### src/core/irt_params.svh
// Constants for the infrared timer pair: offsets, bit positions, reset values
// Contract
// - Disabled short output is inverse initial bit
// - Enable: drive initial level, load low/high reload
// - Single pass: stop at zero, toggle, flag, interrupt
// - Modulo-N: toggle, reload by new level, flag
// - Reload values take effect at next load
// - Count 1 banned; 0 wraps FFh, no time-out
// - Demodulation: counting starts at first selected edge
// - Later edges capture complemented count, flag, reload
// - Demodulation zero: flag, interrupt, continue from FFh
// - Long output inverse when idle; submode forces level
// - Long enable loads upper*256+lower; zero toggles, flags
// - Long count 1 banned; 0 wraps, no time-out
// - Long demodulation: first edge captures, reloads, starts
// - Edge-ignore clear: each edge captures complement, reloads
// - Edge-ignore set: short time-out captures, no reload
// - Writing ignore 0 then 1 re-arms one edge
// - Long demodulation zero: continue FFFFh, flag, interrupt
// - Alternating: terminal count hands over between timers
// - Hardware toggles enables; flags at every terminal count
// - Submode 00 ends alternating operation
// - Mode bit: 0 transmit, 1 demodulation
// - Status flags clear only by writing one
`ifndef IRT_PARAMS_SVH
`define IRT_PARAMS_SVH
`define IRT_OFF_SHORT_CTRL 8'h00
`define IRT_OFF_SHARED_CTRL 8'h04
`define IRT_OFF_LONG_CTRL 8'h08
`define IRT_OFF_SHORT_HI 8'h0C
`define IRT_OFF_SHORT_LO 8'h10
`define IRT_OFF_LONG_UP 8'h14
`define IRT_OFF_LONG_LO 8'h18
`define IRT_OFF_SHORT_RISE 8'h1C
`define IRT_OFF_SHORT_FALL 8'h20
`define IRT_OFF_CAP_UP 8'h24
`define IRT_OFF_CAP_LO 8'h28
`define IRT_B_EN 7
`define IRT_B_SINGLE 6
`define IRT_B_TOUT 5
`define IRT_B_CAPIE 2
`define IRT_B_TOIE 1
`define IRT_B_MODE 6
`define IRT_B_SUB_HI 3
`define IRT_B_SUB_LO 2
`define IRT_B_INIT8 1
`define IRT_B_INIT16 0
`define IRT_RST_BYTE 8'h00
`define IRT_FULL8 8'hFF
`define IRT_FULL16 16'hFFFF
`define IRT_ONE8 8'h01
`define IRT_ONE16 16'h0001
`define IRT_RESP_OKAY 2'h0
`define IRT_RESP_SLVERR 2'h2
`endif

### src/core/irt_pkg.sv
// Types shared by the infrared timer pair
package irt_pkg;
	typedef enum logic [1:0] {
		IRT_SUB_NORMAL = 2'b00,
		IRT_SUB_PINGPONG = 2'b01,
		IRT_SUB_FORCE0 = 2'b10,
		IRT_SUB_FORCE1 = 2'b11
	} irt_submode_type;
	typedef struct packed {
		logic en;
		logic single;
		logic tout;
		logic cap_ie;
		logic tout_ie;
	} irt_tctrl_type;
	typedef struct packed {
		logic mode;
		irt_submode_type sub;
		logic init8;
		logic init16;
		logic rise_flag;
		logic fall_flag;
	} irt_shared_type;
endpackage

### src/core/irt_timer_pair.sv
// Eight and sixteen bit infrared carrier and demodulation timers with AXI4-Lite registers
`timescale 1ns/1ns
`default_nettype none
`include "irt_params.svh"
module irt_timer_pair
	import irt_pkg::*;
#(
	parameter int ADDR_W = 8
)
(
	// Clock and reset
	input wire logic CLK_SYS_I,
	input wire logic ARST_N_I,
	// AXI4-Lite write
	input wire logic [ADDR_W-1:0] S_AXI_AWADDR_I,
	input wire logic S_AXI_AWVALID_I,
	output logic S_AXI_AWREADY_O,
	input wire logic [31:0] S_AXI_WDATA_I,
	input wire logic [3:0] S_AXI_WSTRB_I,
	input wire logic S_AXI_WVALID_I,
	output logic S_AXI_WREADY_O,
	output logic [1:0] S_AXI_BRESP_O,
	output logic S_AXI_BVALID_O,
	input wire logic S_AXI_BREADY_I,
	// AXI4-Lite read
	input wire logic [ADDR_W-1:0] S_AXI_ARADDR_I,
	input wire logic S_AXI_ARVALID_I,
	output logic S_AXI_ARREADY_O,
	output logic [31:0] S_AXI_RDATA_O,
	output logic [1:0] S_AXI_RRESP_O,
	output logic S_AXI_RVALID_O,
	input wire logic S_AXI_RREADY_I,
	// Prescaler tick and detected edges
	input wire logic COUNT_TICK_I,
	input wire logic EDGE_POS_I,
	input wire logic EDGE_NEG_I,
	// Timer outputs and interrupt requests
	output logic SHORT_TIMER_OUT_O,
	output logic LONG_TIMER_OUT_O,
	output logic SHORT_IRQ_O,
	output logic LONG_IRQ_O
);
	function automatic logic [7:0] pack_ctrl(input irt_tctrl_type t);
		pack_ctrl = {t.en, t.single, t.tout, 2'b00, t.cap_ie, t.tout_ie, 1'b0};
	endfunction

	irt_tctrl_type s_q, s_d, l_q, l_d;
	irt_shared_type sh_q, sh_d;
	logic [7:0] hi8_q, hi8_d, lo8_q, lo8_d, up16_q, up16_d, long_capture_lower_q, long_capture_lower_d;
	logic [7:0] rcap8_q, rcap8_d, fcap8_q, fcap8_d;
	logic [15:0] cap16_q, cap16_d, cnt16_q, cnt16_d;
	logic [7:0] cnt8_q, cnt8_d;
	logic out8_q, out8_d, out16_q, out16_d;
	logic run8_q, run8_d, run16_q, run16_d, arm16_q, arm16_d;
	logic pin8_q, pin16_q, irq8_q, irq8_d, irq16_q, irq16_d;
	logic aw_rdy_q, aw_rdy_d, bvalid_q, bvalid_d, ar_rdy_q, ar_rdy_d, rvalid_q, rvalid_d;
	logic [1:0] bresp_q, bresp_d, rresp_q, rresp_d;
	logic [31:0] rdata_q, rdata_d;

	logic wr, rd, edge_any, pp, edge16_take, hit8, hit16, start8, start16;
	logic [7:0] wd;
	logic [ADDR_W-1:0] wa;

	assign wr = aw_rdy_q & S_AXI_AWVALID_I & S_AXI_WVALID_I;
	assign rd = ar_rdy_q & S_AXI_ARVALID_I;
	assign wd = S_AXI_WDATA_I[7:0];
	assign wa = S_AXI_AWADDR_I;
	assign edge_any = EDGE_POS_I | EDGE_NEG_I;
	assign pp = ~sh_q.mode & (sh_q.sub == IRT_SUB_PINGPONG);
	assign edge16_take = sh_q.mode & l_q.en & edge_any & (~run16_q | ~l_q.single | arm16_q);
	// Terminal count is the tick that takes the counter from one to zero
	assign hit8 = COUNT_TICK_I & s_q.en & (cnt8_q == `IRT_ONE8) & (~sh_q.mode | (run8_q & ~edge_any));
	assign hit16 = COUNT_TICK_I & l_q.en & (cnt16_q == `IRT_ONE16) & (~sh_q.mode | (run16_q & ~edge16_take));
	assign start8 = (wr & S_AXI_WSTRB_I[0] & (wa == `IRT_OFF_SHORT_CTRL) & wd[`IRT_B_EN] & ~s_q.en)
		| (pp & hit16);
	assign start16 = (wr & S_AXI_WSTRB_I[0] & (wa == `IRT_OFF_LONG_CTRL) & wd[`IRT_B_EN] & ~l_q.en)
		| (pp & hit8);

	// Timer and register state
	always_comb
	begin
		logic clr_to8, clr_to16, clr_rise, clr_fall, set_rise, set_fall;
		clr_to8 = 1'b0;
		clr_to16 = 1'b0;
		clr_rise = 1'b0;
		clr_fall = 1'b0;
		set_rise = 1'b0;
		set_fall = 1'b0;
		s_d = s_q;
		l_d = l_q;
		sh_d = sh_q;
		hi8_d = hi8_q;
		lo8_d = lo8_q;
		up16_d = up16_q;
		long_capture_lower_d = long_capture_lower_q;
		rcap8_d = rcap8_q;
		fcap8_d = fcap8_q;
		cap16_d = cap16_q;
		cnt8_d = cnt8_q;
		cnt16_d = cnt16_q;
		out8_d = out8_q;
		out16_d = out16_q;
		run8_d = run8_q;
		run16_d = run16_q;
		arm16_d = arm16_q;
		irq8_d = 1'b0;
		irq16_d = 1'b0;
		if (wr && S_AXI_WSTRB_I[0])
		begin
			// Stop is immediate; a clear in the same write is still honoured
			if (wa == `IRT_OFF_SHORT_CTRL)
			begin
				s_d.en = wd[`IRT_B_EN];
				s_d.single = wd[`IRT_B_SINGLE];
				s_d.cap_ie = wd[`IRT_B_CAPIE];
				s_d.tout_ie = wd[`IRT_B_TOIE];
				clr_to8 = wd[`IRT_B_TOUT];
			end
			else if (wa == `IRT_OFF_SHARED_CTRL)
			begin
				sh_d.mode = wd[`IRT_B_MODE];
				sh_d.sub = irt_submode_type'(wd[`IRT_B_SUB_HI:`IRT_B_SUB_LO]);
				if (sh_q.mode)
				begin
					clr_rise = wd[`IRT_B_INIT8];
					clr_fall = wd[`IRT_B_INIT16];
				end
				else
				begin
					sh_d.init8 = wd[`IRT_B_INIT8];
					sh_d.init16 = wd[`IRT_B_INIT16];
				end
			end
			else if (wa == `IRT_OFF_LONG_CTRL)
			begin
				l_d.en = wd[`IRT_B_EN];
				l_d.single = wd[`IRT_B_SINGLE];
				l_d.cap_ie = wd[`IRT_B_CAPIE];
				l_d.tout_ie = wd[`IRT_B_TOIE];
				clr_to16 = wd[`IRT_B_TOUT];
				if (wd[`IRT_B_SINGLE] && !l_q.single)
				begin
					arm16_d = 1'b1;
				end
			end
			else if (wa == `IRT_OFF_SHORT_HI)
			begin
				hi8_d = wd;
			end
			else if (wa == `IRT_OFF_SHORT_LO)
			begin
				lo8_d = wd;
			end
			else if (wa == `IRT_OFF_LONG_UP)
			begin
				up16_d = wd;
			end
			else if (wa == `IRT_OFF_LONG_LO)
			begin
				long_capture_lower_d = wd;
			end
		end
		// Short timer
		if (start8)
		begin
			s_d.en = 1'b1;
			if (sh_q.mode)
			begin
				run8_d = 1'b0;
			end
			else
			begin
				out8_d = sh_q.init8;
				cnt8_d = sh_q.init8 ? hi8_q : lo8_q;
			end
		end
		else if (s_q.en && sh_q.mode)
		begin
			if (edge_any)
			begin
				if (run8_q)
				begin
					if (EDGE_POS_I)
					begin
						rcap8_d = ~cnt8_q;
						set_rise = 1'b1;
					end
					if (EDGE_NEG_I)
					begin
						fcap8_d = ~cnt8_q;
						set_fall = 1'b1;
					end
					irq8_d = s_q.cap_ie;
				end
				run8_d = 1'b1;
				cnt8_d = `IRT_FULL8;
			end
			else if (COUNT_TICK_I && run8_q)
			begin
				cnt8_d = cnt8_q - `IRT_ONE8;
				irq8_d = hit8 & s_q.tout_ie;
			end
		end
		else if (s_q.en && COUNT_TICK_I)
		begin
			cnt8_d = cnt8_q - `IRT_ONE8;
			if (hit8)
			begin
				out8_d = ~out8_q;
				irq8_d = s_q.tout_ie;
				if (pp || s_q.single)
				begin
					s_d.en = 1'b0;
				end
				else
				begin
					cnt8_d = out8_q ? lo8_q : hi8_q;
				end
			end
		end
		// Long timer
		if (start16)
		begin
			l_d.en = 1'b1;
			if (sh_q.mode)
			begin
				run16_d = 1'b0;
			end
			else
			begin
				out16_d = sh_q.init16;
				cnt16_d = {up16_q, long_capture_lower_q};
			end
		end
		else if (l_q.en && sh_q.mode)
		begin
			if (edge16_take)
			begin
				cap16_d = ~cnt16_q;
				if (run16_q)
				begin
					set_rise = set_rise | EDGE_POS_I;
					set_fall = set_fall | EDGE_NEG_I;
					irq16_d = l_q.cap_ie;
				end
				cnt16_d = `IRT_FULL16;
				run16_d = 1'b1;
				arm16_d = 1'b0;
			end
			else if (run16_q)
			begin
				if (COUNT_TICK_I)
				begin
					cnt16_d = cnt16_q - `IRT_ONE16;
				end
				irq16_d = hit16 & l_q.tout_ie;
				if (hit8 && l_q.single)
				begin
					cap16_d = ~cnt16_q;
					irq16_d = l_q.cap_ie | (hit16 & l_q.tout_ie);
				end
			end
		end
		else if (l_q.en && COUNT_TICK_I)
		begin
			cnt16_d = cnt16_q - `IRT_ONE16;
			if (hit16)
			begin
				out16_d = ~out16_q;
				irq16_d = l_q.tout_ie;
				if (pp || l_q.single)
				begin
					l_d.en = 1'b0;
				end
				else
				begin
					cnt16_d = {up16_q, long_capture_lower_q};
				end
			end
		end
		// A flag event wins over a clear in the same cycle
		s_d.tout = (s_q.tout & ~clr_to8) | hit8;
		l_d.tout = (l_q.tout & ~clr_to16) | hit16;
		sh_d.rise_flag = (sh_q.rise_flag & ~clr_rise) | set_rise;
		sh_d.fall_flag = (sh_q.fall_flag & ~clr_fall) | set_fall;
	end

	always_ff @(posedge CLK_SYS_I or negedge ARST_N_I)
	begin
		if (!ARST_N_I)
		begin
			s_q <= '0;
			l_q <= '0;
			sh_q <= '0;
			hi8_q <= `IRT_RST_BYTE;
			lo8_q <= `IRT_RST_BYTE;
			up16_q <= `IRT_RST_BYTE;
			long_capture_lower_q <= `IRT_RST_BYTE;
			rcap8_q <= `IRT_RST_BYTE;
			fcap8_q <= `IRT_RST_BYTE;
			cap16_q <= '0;
			cnt8_q <= '0;
			cnt16_q <= '0;
			out8_q <= 1'b0;
			out16_q <= 1'b0;
			run8_q <= 1'b0;
			run16_q <= 1'b0;
			arm16_q <= 1'b0;
			irq8_q <= 1'b0;
			irq16_q <= 1'b0;
			pin8_q <= 1'b1;
			pin16_q <= 1'b1;
		end
		else
		begin
			s_q <= s_d;
			l_q <= l_d;
			sh_q <= sh_d;
			hi8_q <= hi8_d;
			lo8_q <= lo8_d;
			up16_q <= up16_d;
			long_capture_lower_q <= long_capture_lower_d;
			rcap8_q <= rcap8_d;
			fcap8_q <= fcap8_d;
			cap16_q <= cap16_d;
			cnt8_q <= cnt8_d;
			cnt16_q <= cnt16_d;
			out8_q <= out8_d;
			out16_q <= out16_d;
			run8_q <= run8_d;
			run16_q <= run16_d;
			arm16_q <= arm16_d;
			irq8_q <= irq8_d;
			irq16_q <= irq16_d;
			// Idle level is the inverse so that enabling in transmit mode makes an edge, except on a forced long output
			pin8_q <= s_d.en ? out8_d : ~sh_d.init8;
			pin16_q <= sh_d.sub[1] ? sh_d.sub[0] : (l_d.en ? out16_d : ~sh_d.init16);
		end
	end

	// AXI4-Lite slave: one outstanding write and read, ready raised a cycle after valid
	always_comb
	begin
		aw_rdy_d = S_AXI_AWVALID_I & S_AXI_WVALID_I & ~aw_rdy_q & ~bvalid_q;
		bvalid_d = bvalid_q;
		bresp_d = bresp_q;
		ar_rdy_d = S_AXI_ARVALID_I & ~ar_rdy_q & ~rvalid_q;
		rvalid_d = rvalid_q;
		rresp_d = rresp_q;
		rdata_d = rdata_q;
		if (bvalid_q && S_AXI_BREADY_I)
		begin
			bvalid_d = 1'b0;
		end
		if (wr)
		begin
			bvalid_d = 1'b1;
			bresp_d = (wa > `IRT_OFF_LONG_LO || wa[1:0] != 2'b00) ? `IRT_RESP_SLVERR : `IRT_RESP_OKAY;
		end
		if (rvalid_q && S_AXI_RREADY_I)
		begin
			rvalid_d = 1'b0;
		end
		if (rd)
		begin
			rvalid_d = 1'b1;
			rresp_d = `IRT_RESP_OKAY;
			rdata_d = '0;
			if (S_AXI_ARADDR_I == `IRT_OFF_SHORT_CTRL)
			begin
				rdata_d[7:0] = pack_ctrl(s_q);
			end
			else if (S_AXI_ARADDR_I == `IRT_OFF_SHARED_CTRL)
			begin
				rdata_d[7:0] = {1'b0, sh_q.mode, 2'b00, sh_q.sub,
					sh_q.mode ? sh_q.rise_flag : sh_q.init8, sh_q.mode ? sh_q.fall_flag : sh_q.init16};
			end
			else if (S_AXI_ARADDR_I == `IRT_OFF_LONG_CTRL)
			begin
				rdata_d[7:0] = pack_ctrl(l_q);
			end
			else if (S_AXI_ARADDR_I == `IRT_OFF_SHORT_HI)
			begin
				rdata_d[7:0] = hi8_q;
			end
			else if (S_AXI_ARADDR_I == `IRT_OFF_SHORT_LO)
			begin
				rdata_d[7:0] = lo8_q;
			end
			else if (S_AXI_ARADDR_I == `IRT_OFF_LONG_UP)
			begin
				rdata_d[7:0] = up16_q;
			end
			else if (S_AXI_ARADDR_I == `IRT_OFF_LONG_LO)
			begin
				rdata_d[7:0] = long_capture_lower_q;
			end
			else if (S_AXI_ARADDR_I == `IRT_OFF_SHORT_RISE)
			begin
				rdata_d[7:0] = rcap8_q;
			end
			else if (S_AXI_ARADDR_I == `IRT_OFF_SHORT_FALL)
			begin
				rdata_d[7:0] = fcap8_q;
			end
			else if (S_AXI_ARADDR_I == `IRT_OFF_CAP_UP)
			begin
				rdata_d[7:0] = cap16_q[15:8];
			end
			else if (S_AXI_ARADDR_I == `IRT_OFF_CAP_LO)
			begin
				rdata_d[7:0] = cap16_q[7:0];
			end
			else
			begin
				rresp_d = `IRT_RESP_SLVERR;
			end
		end
	end

	always_ff @(posedge CLK_SYS_I or negedge ARST_N_I)
	begin
		if (!ARST_N_I)
		begin
			aw_rdy_q <= 1'b0;
			bvalid_q <= 1'b0;
			bresp_q <= `IRT_RESP_OKAY;
			ar_rdy_q <= 1'b0;
			rvalid_q <= 1'b0;
			rresp_q <= `IRT_RESP_OKAY;
			rdata_q <= '0;
		end
		else
		begin
			aw_rdy_q <= aw_rdy_d;
			bvalid_q <= bvalid_d;
			bresp_q <= bresp_d;
			ar_rdy_q <= ar_rdy_d;
			rvalid_q <= rvalid_d;
			rresp_q <= rresp_d;
			rdata_q <= rdata_d;
		end
	end

	assign S_AXI_AWREADY_O = aw_rdy_q;
	assign S_AXI_WREADY_O = aw_rdy_q;
	assign S_AXI_BVALID_O = bvalid_q;
	assign S_AXI_BRESP_O = bresp_q;
	assign S_AXI_ARREADY_O = ar_rdy_q;
	assign S_AXI_RVALID_O = rvalid_q;
	assign S_AXI_RRESP_O = rresp_q;
	assign S_AXI_RDATA_O = rdata_q;
	assign SHORT_TIMER_OUT_O = pin8_q;
	assign LONG_TIMER_OUT_O = pin16_q;
	assign SHORT_IRQ_O = irq8_q;
	assign LONG_IRQ_O = irq16_q;
endmodule
`default_nettype wire

### config.mk
export PLATFORM = sky130hd
export DESIGN_NAME = irt_timer_pair
export DESIGN_NICKNAME = d
export VERILOG_FILES = /design/src/core/irt_pkg.sv /design/src/core/irt_timer_pair.sv
export VERILOG_INCLUDE_DIRS = /design/src /design/src/core
export SDC_FILE = /design/constraint.sdc
export NUM_CORES = 1
export LEC_CHECK = 0
export ABC_CLOCK_PERIOD_IN_PS = 5300
export BUFFER_PORTS_ARGS = -buffer_cell sky130_fd_sc_hd__buf_2
export CAP_MARGIN = 20
export CORE_MARGIN = 2
export CORE_UTILIZATION = 29
export DETAILED_ROUTE_END_ITERATION = 16
export PLACE_DENSITY = 0.52
export SYNTH_ARGS = -nofsm -noshare
export SYNTH_HDL_FRONTEND = slang
export SYNTH_SLANG_ARGS = --single-unit
### constraint.sdc
create_clock -name CLK_SYS_I -period 5.3 [get_ports CLK_SYS_I]
set_input_delay 1.06 -clock CLK_SYS_I [delete_from_list [all_inputs] [get_ports CLK_SYS_I]]
set_output_delay 1.06 -clock CLK_SYS_I [all_outputs]
set_load 0.005 [all_outputs]
==> reports/results.txt, run 1 <==
status - finished, final reports clean
R2R depth - 6
number of distinct library cells after synthesis - 78
Final setup viols - 0
CP Cell Sequence - o211ai_1 > a21oi_1 > o21ai_1 > a211oi_2 > o21ai_0 > o2bb2ai_1
CP max FO - 25
sum of negative setup slack - 0 ps
Post-Route WL - 22,300 um
Critical Path Slowest Stage Cell - dfrtp_1
Area Overhead vs Synth - 13.9%
Ys Warns - 0
CP Data Required Time - 5600 ps
sequential area share after synthesis - 43.5%
1st-iter DRT viols - 394
vias - 6,052
sequential share of power - 42.2%
Comb power frac - 6.0%
FMAX - 0.309 GHz
Mean Syn Cell Area - 9.50 um^2
# Max-Cap Violations - 0
initial antenna violation count - 0
vias in the first global route - 5,829
slowest stage delay, CP - 860 ps
leakage - 3.82 nW
P per Cell Area - 285 nW/um^2
first-pass GRT wire length - 34,700 um
hold crit path type - reg2reg
# port buffers - 53
peak supply drop - 0.000166 V
Post-synth EDFFs - 0
depth of the CTS H-tree - 4
Async SR Flop Fraction - 100%
Sink Count - 128
crit end category - register
GRT Residual Overflow - 0
top cell type's share of synthesized area - 42.8%
largest net degree at the start of global routing - 87
Fill cells - 2,573
synthesized flop and latch total - 128
routed vias/inst - 5.25
Startpoint Class - register
Final #Nets - 878
Die H - 163 um
clock group share of total power - 51.9%
Sw Ratio - 22.2%
initial core utilization - 29.4%
share of cells above drive strength 1 - 19.7%
Resized Gates After CTS - 0
Hold Slack - 449 ps
Setup Skew - 7.54 ps
worst setup path class - reg2reg
Pwr Total - 0.00239 W
first-pass iteration count of the detailed router - 12
DP HPWL - 16,100 um
Gate Count Post-Synth - 775
I/O pin count - 107
# rows - 58
fin crit share - 61.1%
Remaining DRCs - 0
CTS tree - built
Slew Viols, Final - 0
Core Box Area - 25,000 um^2
clock buffer depth - 2
die width - 163 um
min cycle time layout - 3240 ps
Hold Buf Count CTS - 0
root buf cell - clkbuf_16
Worst EP arrival - 3540 ps
Rel. slew slack - 26.4%
Yosys top cell by area - dfrtp_1
RSZ-0062 raised after global routing - false
Hold Vio Cnt, Final - 0
gr usage total - 17.4%
DR WL/cell - 19.3 um
top_reg_cell synth - dfrtp_1
RD Place Congestion - 0.840
measured slew at the worst slew-check pin - 1100 ps
total CTS buffers - 17
DRT antenna net count - 0
synth top area cells - dfrtp_1 (43%), mux2_2 (7.5%), nand2_1 (5.4%), mux2i_1 (4.2%), a21oi_1 (2.9%)
Mapped Area - 7360 um^2
worst skew pair latency - 430 ps
Worst-path clk slew - 50 ps
postcts setup bufs - 0
n_diodes - 0
WHS Path Cells - 1
Sw Pwr - 0.000531 W
Int Power - 0.00186 W
Die ar. - 26,700 um^2
-- power by group through the flow --
stage	Sequential, W	Combinational, W	Clock (W)
floorplan	0.00102	0.0000799	0
global placement	0.00102	0.000143	0
detailed placement	0.00102	0.000143	0
CTS	0.00101	0.000144	0.00126
global route	0.00101	0.000161	0.00131
finish	0.00101	0.000143	0.00124
-- layer usage --
layer | vias up | track usage (%) | routed length (um)
li1 | 2837 | - | -
met1 | 2990 | 25.9 | 11100
met2 | 201 | 25.4 | 9730
met3 | 24 | 3.73 | 1230
met4 | 0 | 4.42 | 252
met5 | - | 0 | 0
-- per-stage QoR --
stage / instances / cell area (um^2) / worst slack [ps] / utilization, %
after floorplan: 800 / 7460 / 2630 / -
after global placement: 1123 / 7770 / 1910 / 31.1
after detailed placement: 1123 / 7770 / 1880 / 31.1
after CTS: 1153 / 8390 / 2100 / 33.5
after global routing: 1153 / 8390 / 1860 / 33.5
final: 1153 / 8390 / 2060 / 33.5
-- path summary, 6_finish.rpt --
check | endpoint | from | slack (ps)
max in group asynchronous | cap16_q[12] | ARST_N_I | 3480
setup / recovery | cnt16_q[2] | sh_q[6] | 2060
hold reg to reg | S_AXI_AWREADY_O | S_AXI_BVALID_O | 450
min in group asynchronous | l_q[3] | ARST_N_I | 670
hold / removal | S_AXI_AWREADY_O | S_AXI_BVALID_O | 450
setup reg to reg | cnt16_q[2] | sh_q[6] | 2060
-- critical path: cells and delay by family (launching register included) --
| kind | cells | cell delay (ps) |
|---|---|---|
| AO/OA/AOI/OAI | 6 | 2240 |
| flip-flops | 1 | 860 |
-- synthesized netlist by cell type (3+ instances only) --
cell	n
a21o_1	4
a21oi_1	43
a21oi_2	3
a22oi_1	11
a2bb2oi_1	8
a31o_2	3
a31oi_1	6
a32o_1	5
and2_1	6
and3_1	6
and4_1	3
buf_2	16
buf_4	28
buf_6	4
clkbuf_1	14
dfrtp_1	126
ha_1	4
inv_1	20
mux2_2	49
mux2i_1	31
nand2_1	106
nand2b_1	14
nand3_1	25
nand4_1	8
nor2_1	52
nor2b_1	8
nor3_1	12
nor3b_1	4
nor4_1	3
o211ai_1	8
o21ai_0	38
o21ai_1	14
o22ai_1	19
o2bb2ai_1	4
or4_1	6
xnor2_1	5
-- cell families (layout without fill, tap and decap cells) --
kind of cell	after synthesis	after routing	share of synthesized area [%]
muxes	80	80	11.7
AOI/OAI and AO/OA	196	196	17.8
other	1	26	0.0509
adders and majority gates	4	4	0.680
and+or+nand+nor	275	275	19.0
buffers and inverters	84	107	6.39
DFF	128	128	43.5
xor gates and xnor gates	7	7	0.833
-- area by class of cell --
class	instances	area, um^2	share of cell area [%]
inverter	20	75.1	0.895
timing repair buffer	57	302	3.60
clock inverter	6	130	1.55
clock buffer	24	482	5.74
tap	330	413	4.92
sequential	128	3210	38.2
multi-input combinational	588	3780	45.1
-- flip-flops by register name (all words and copies together) (netlist names), 5 cells and up --
signal / count
hi8_q: 8
cnt8_q: 8
l_q: 5
lo8_q: 8
long_capture_lower_q: 8
cap16_q: 16
up16_q: 8
s_q: 5
sh_q: 7
fcap8_q: 8
S_AXI_RDATA_O: 8
cnt16_q: 16
rcap8_q: 8
-- cells in the final DEF, fill, tap and decap left out, drive strengths merged, types with 12 or more instances in the layout --
master,instances
clkbuf,24
o21ai,53
a22oi,12
buf,57
nand2b,14
o22ai,19
nand3,25
a21oi,46
nor2,53
mux2,49
dfrtp,126
conb,26
mux2i,31
inv,20
nor3,14
nand2,106
No activity file was read; power rests on OpenSTA's default activity.
==> run 2: changes to the inputs <==
--- a/config.mk
+++ b/config.mk
@@ -6,13 +6,13 @@
 export SDC_FILE = /design/constraint.sdc
 export NUM_CORES = 1
 export LEC_CHECK = 0
-export ABC_CLOCK_PERIOD_IN_PS = 5300
+export ABC_CLOCK_PERIOD_IN_PS = 2700
 export BUFFER_PORTS_ARGS = -buffer_cell sky130_fd_sc_hd__buf_2
 export CAP_MARGIN = 20
 export CORE_MARGIN = 2
 export CORE_UTILIZATION = 29
 export DETAILED_ROUTE_END_ITERATION = 16
-export PLACE_DENSITY = 0.52
+export PLACE_DENSITY = 0.54
 export SYNTH_ARGS = -nofsm -noshare
 export SYNTH_HDL_FRONTEND = slang
 export SYNTH_SLANG_ARGS = --single-unit
==> constraint.sdc (replaced) <==
create_clock -name CLK_SYS_I -period 2.7 [get_ports CLK_SYS_I]
set_input_delay 0.54 -clock CLK_SYS_I [delete_from_list [all_inputs] [get_ports CLK_SYS_I]]
set_output_delay 0.54 -clock CLK_SYS_I [all_outputs]
set_load 0.005 [all_outputs]
==> reports/results.txt, run 2 (synthesis gave the netlist of run 1 again) <==
Worst EP arrival - 2780 ps (-760 ps)
Die ar. - 26,700 um^2 (unchanged)
Area Overhead vs Synth - 17.0%
fin crit share - 90.3% (+29 points)
largest net degree at the start of global routing - 52 (-40%)
flop2flop setup slack - 260 ps (-1800 ps)
clock buffer depth - 2 (unchanged)
GRT Residual Overflow - 0 (unchanged)
crit end category - register
Remaining DRCs - 0 (unchanged)
CP Data Required Time - 3040 ps (-2560 ps)
Post-Route WL - 22,500 um (+0.74%)
met3 Use GR - 3.76% (+0.025 points)
1st-iter DRT viols - 552 (+40%)
measured slew at the worst slew-check pin - 712 ps (-384 ps)
sum of negative setup slack - 0 ps (unchanged)
Final #Nets - 906 (+3.2%)
hold crit path type - in2async
Setup Skew - 7.11 ps (-0.427 ps)
CP Cell Sequence - nor4_1 > and4_1 > and3_1 > or3_1 > o22ai_1 > a22oi_1
initial core utilization - 29.4% (unchanged)
# rows - 58 (unchanged)
biggest regs - cap16_q: 16 flops, cnt16_q: 16 flops
depth of the CTS H-tree - 4 (unchanged)
met1 Resource Use GR - 25.6% (-0.29 points)
first-pass GRT wire length - 35,300 um (+1.7%)
routed vias/inst - 5.17 (-1.5%)
gr usage total - 17.7% (+0.35 points)
Pwr Total - 0.00461 W (+93%)
CTS tree - built
DP HPWL - 16,800 um (+4.0%)
Slew Viols, Final - 0 (unchanged)
Core Box Area - 25,000 um^2 (unchanged)
I/O pin count - 107 (unchanged)
leakage - 3.96 nW (+3.7%)
FMAX - 0.410 GHz (+33%)
Hold Buf Count CTS - 0 (unchanged)
status - finished, final reports clean
post-route setup slack - 263 ps (-1800 ps)
RD Place Congestion - 0.872 (+3.9%)
Final setup viols - 0 (unchanged)
DRT antenna net count - 0 (unchanged)
RSZ-0062 raised after global routing - false
DR WL/cell - 19.0 um (-1.8%)
pre-CTS WS - 89.9 ps (-1790 ps)
GR peak layer - met2
total CTS buffers - 17 (unchanged)
n_diodes - 0 (unchanged)
die width - 163 um (unchanged)
most frequent cells in the layout - dfrtp_1 (126), nand2_1 (106), nor2_1 (52), buf_2 (52), mux2_2 (49)
Resized Gates After CTS - 0 (unchanged)
CP max FO - 8 (-68%)
postcts setup bufs - 0 (unchanged)
Worst-path clk slew - 60 ps (about the same)
vias in the first global route - 5,964 (+2.3%)
# port buffers - 53 (unchanged)
initial antenna violation count - 0 (unchanged)
Sink Count - 128 (unchanged)
P per Cell Area - 535 nW/um^2 (+88%)
# Max-Cap Violations - 0 (unchanged)
share of cells above drive strength 1 - 22.6% (+2.9 points)
Startpoint Class - register
first-pass iteration count of the detailed router - 5 (-7)
peak supply drop - 0.000337 V (+100%)
slowest stage delay, CP - 520 ps (-340 ps)
worst setup path class - reg2reg
Rel. slew slack - 52.4% (+26 points)
Die H - 163 um (unchanged)
vias - 6,117 (+1.1%)
met2 Use GR - 26.4% (+1.1 points)
most common cell after layout, fill and taps aside - dfrtp_1
min cycle time layout - 2440 ps (-801 ps)
worst skew pair latency - 420 ps (about the same)
root buf cell - clkbuf_16
Hold Vio Cnt, Final - 0 (unchanged)
Critical Path Slowest Stage Cell - nor4_1
run 2: cell count changes in the layout (fill, tap and decap cells not counted), sizes merged:
cell      previous run  this run
clkbuf              24        21
clkinv               2         6
bufinv               4         3
clkinvlp             0         2
buf                 57        85
run 2: worst max-delay path, delay by kind of cell, from the launching register on:
family / cells / cell delay (ps)
AND/OR/NAND/NOR: 4 / 1520
flip-flops: 1 / 480
AO/OA/AOI/OAI: 2 / 340
run 2: layout make-up:
type	instances	area (um^2)
inverters	20	75.1
clock inverters	11	139
multi-input cells	588	3780
fillers	2599	16400
repair buffers	85	549
well taps	330	413
flip-flops and latches	128	3210
clock buffers	21	450
run 2: path summary, 6_finish.rpt:
kind                                start          endpoint  depth (start not counted)
min reg2reg                S_AXI_BVALID_O   S_AXI_AWREADY_O                          1
max reg2reg                    cnt16_q[4]         cnt8_q[0]                          6
min in group CLK_SYS_I     S_AXI_RREADY_I    S_AXI_RVALID_O                          2
max in group asynchronous        ARST_N_I  S_AXI_RDATA_O[3]                          2
min                              ARST_N_I  S_AXI_BRESP_O[1]                          1
max                            cnt16_q[4]         cnt8_q[0]                          6
run 2: metal layers:
layer  part of all wire [%]  wire [um]
met5                      0          0
met4                    1.1        257
met1                     48      10900
met2                     45      10000
met3                    5.8       1310
run 2: stage by stage:
step | utilization, % | instances | cell area, um^2 | hold WS (ps)
3_5_place_dp | 32.0 | 1151 | 8020 | 442
2_1_floorplan | - | 800 | 7460 | 244
6_report | 34.4 | 1183 | 8610 | 3.52
4_1_cts | 34.4 | 1183 | 8610 | 3.28
3_3_place_gp | 32.0 | 1151 | 8020 | 440
5_1_grt | 34.4 | 1183 | 8610 | 16.5
run 2: report_power, final:
group	switching, W	internal [W]	total, W
Combinational	0.000191	0.000105	0.000296
Clock	0.000867	0.00147	0.00233
Sequential	0.0000283	0.00195	0.00198
Total	0.00109	0.00352	0.00461
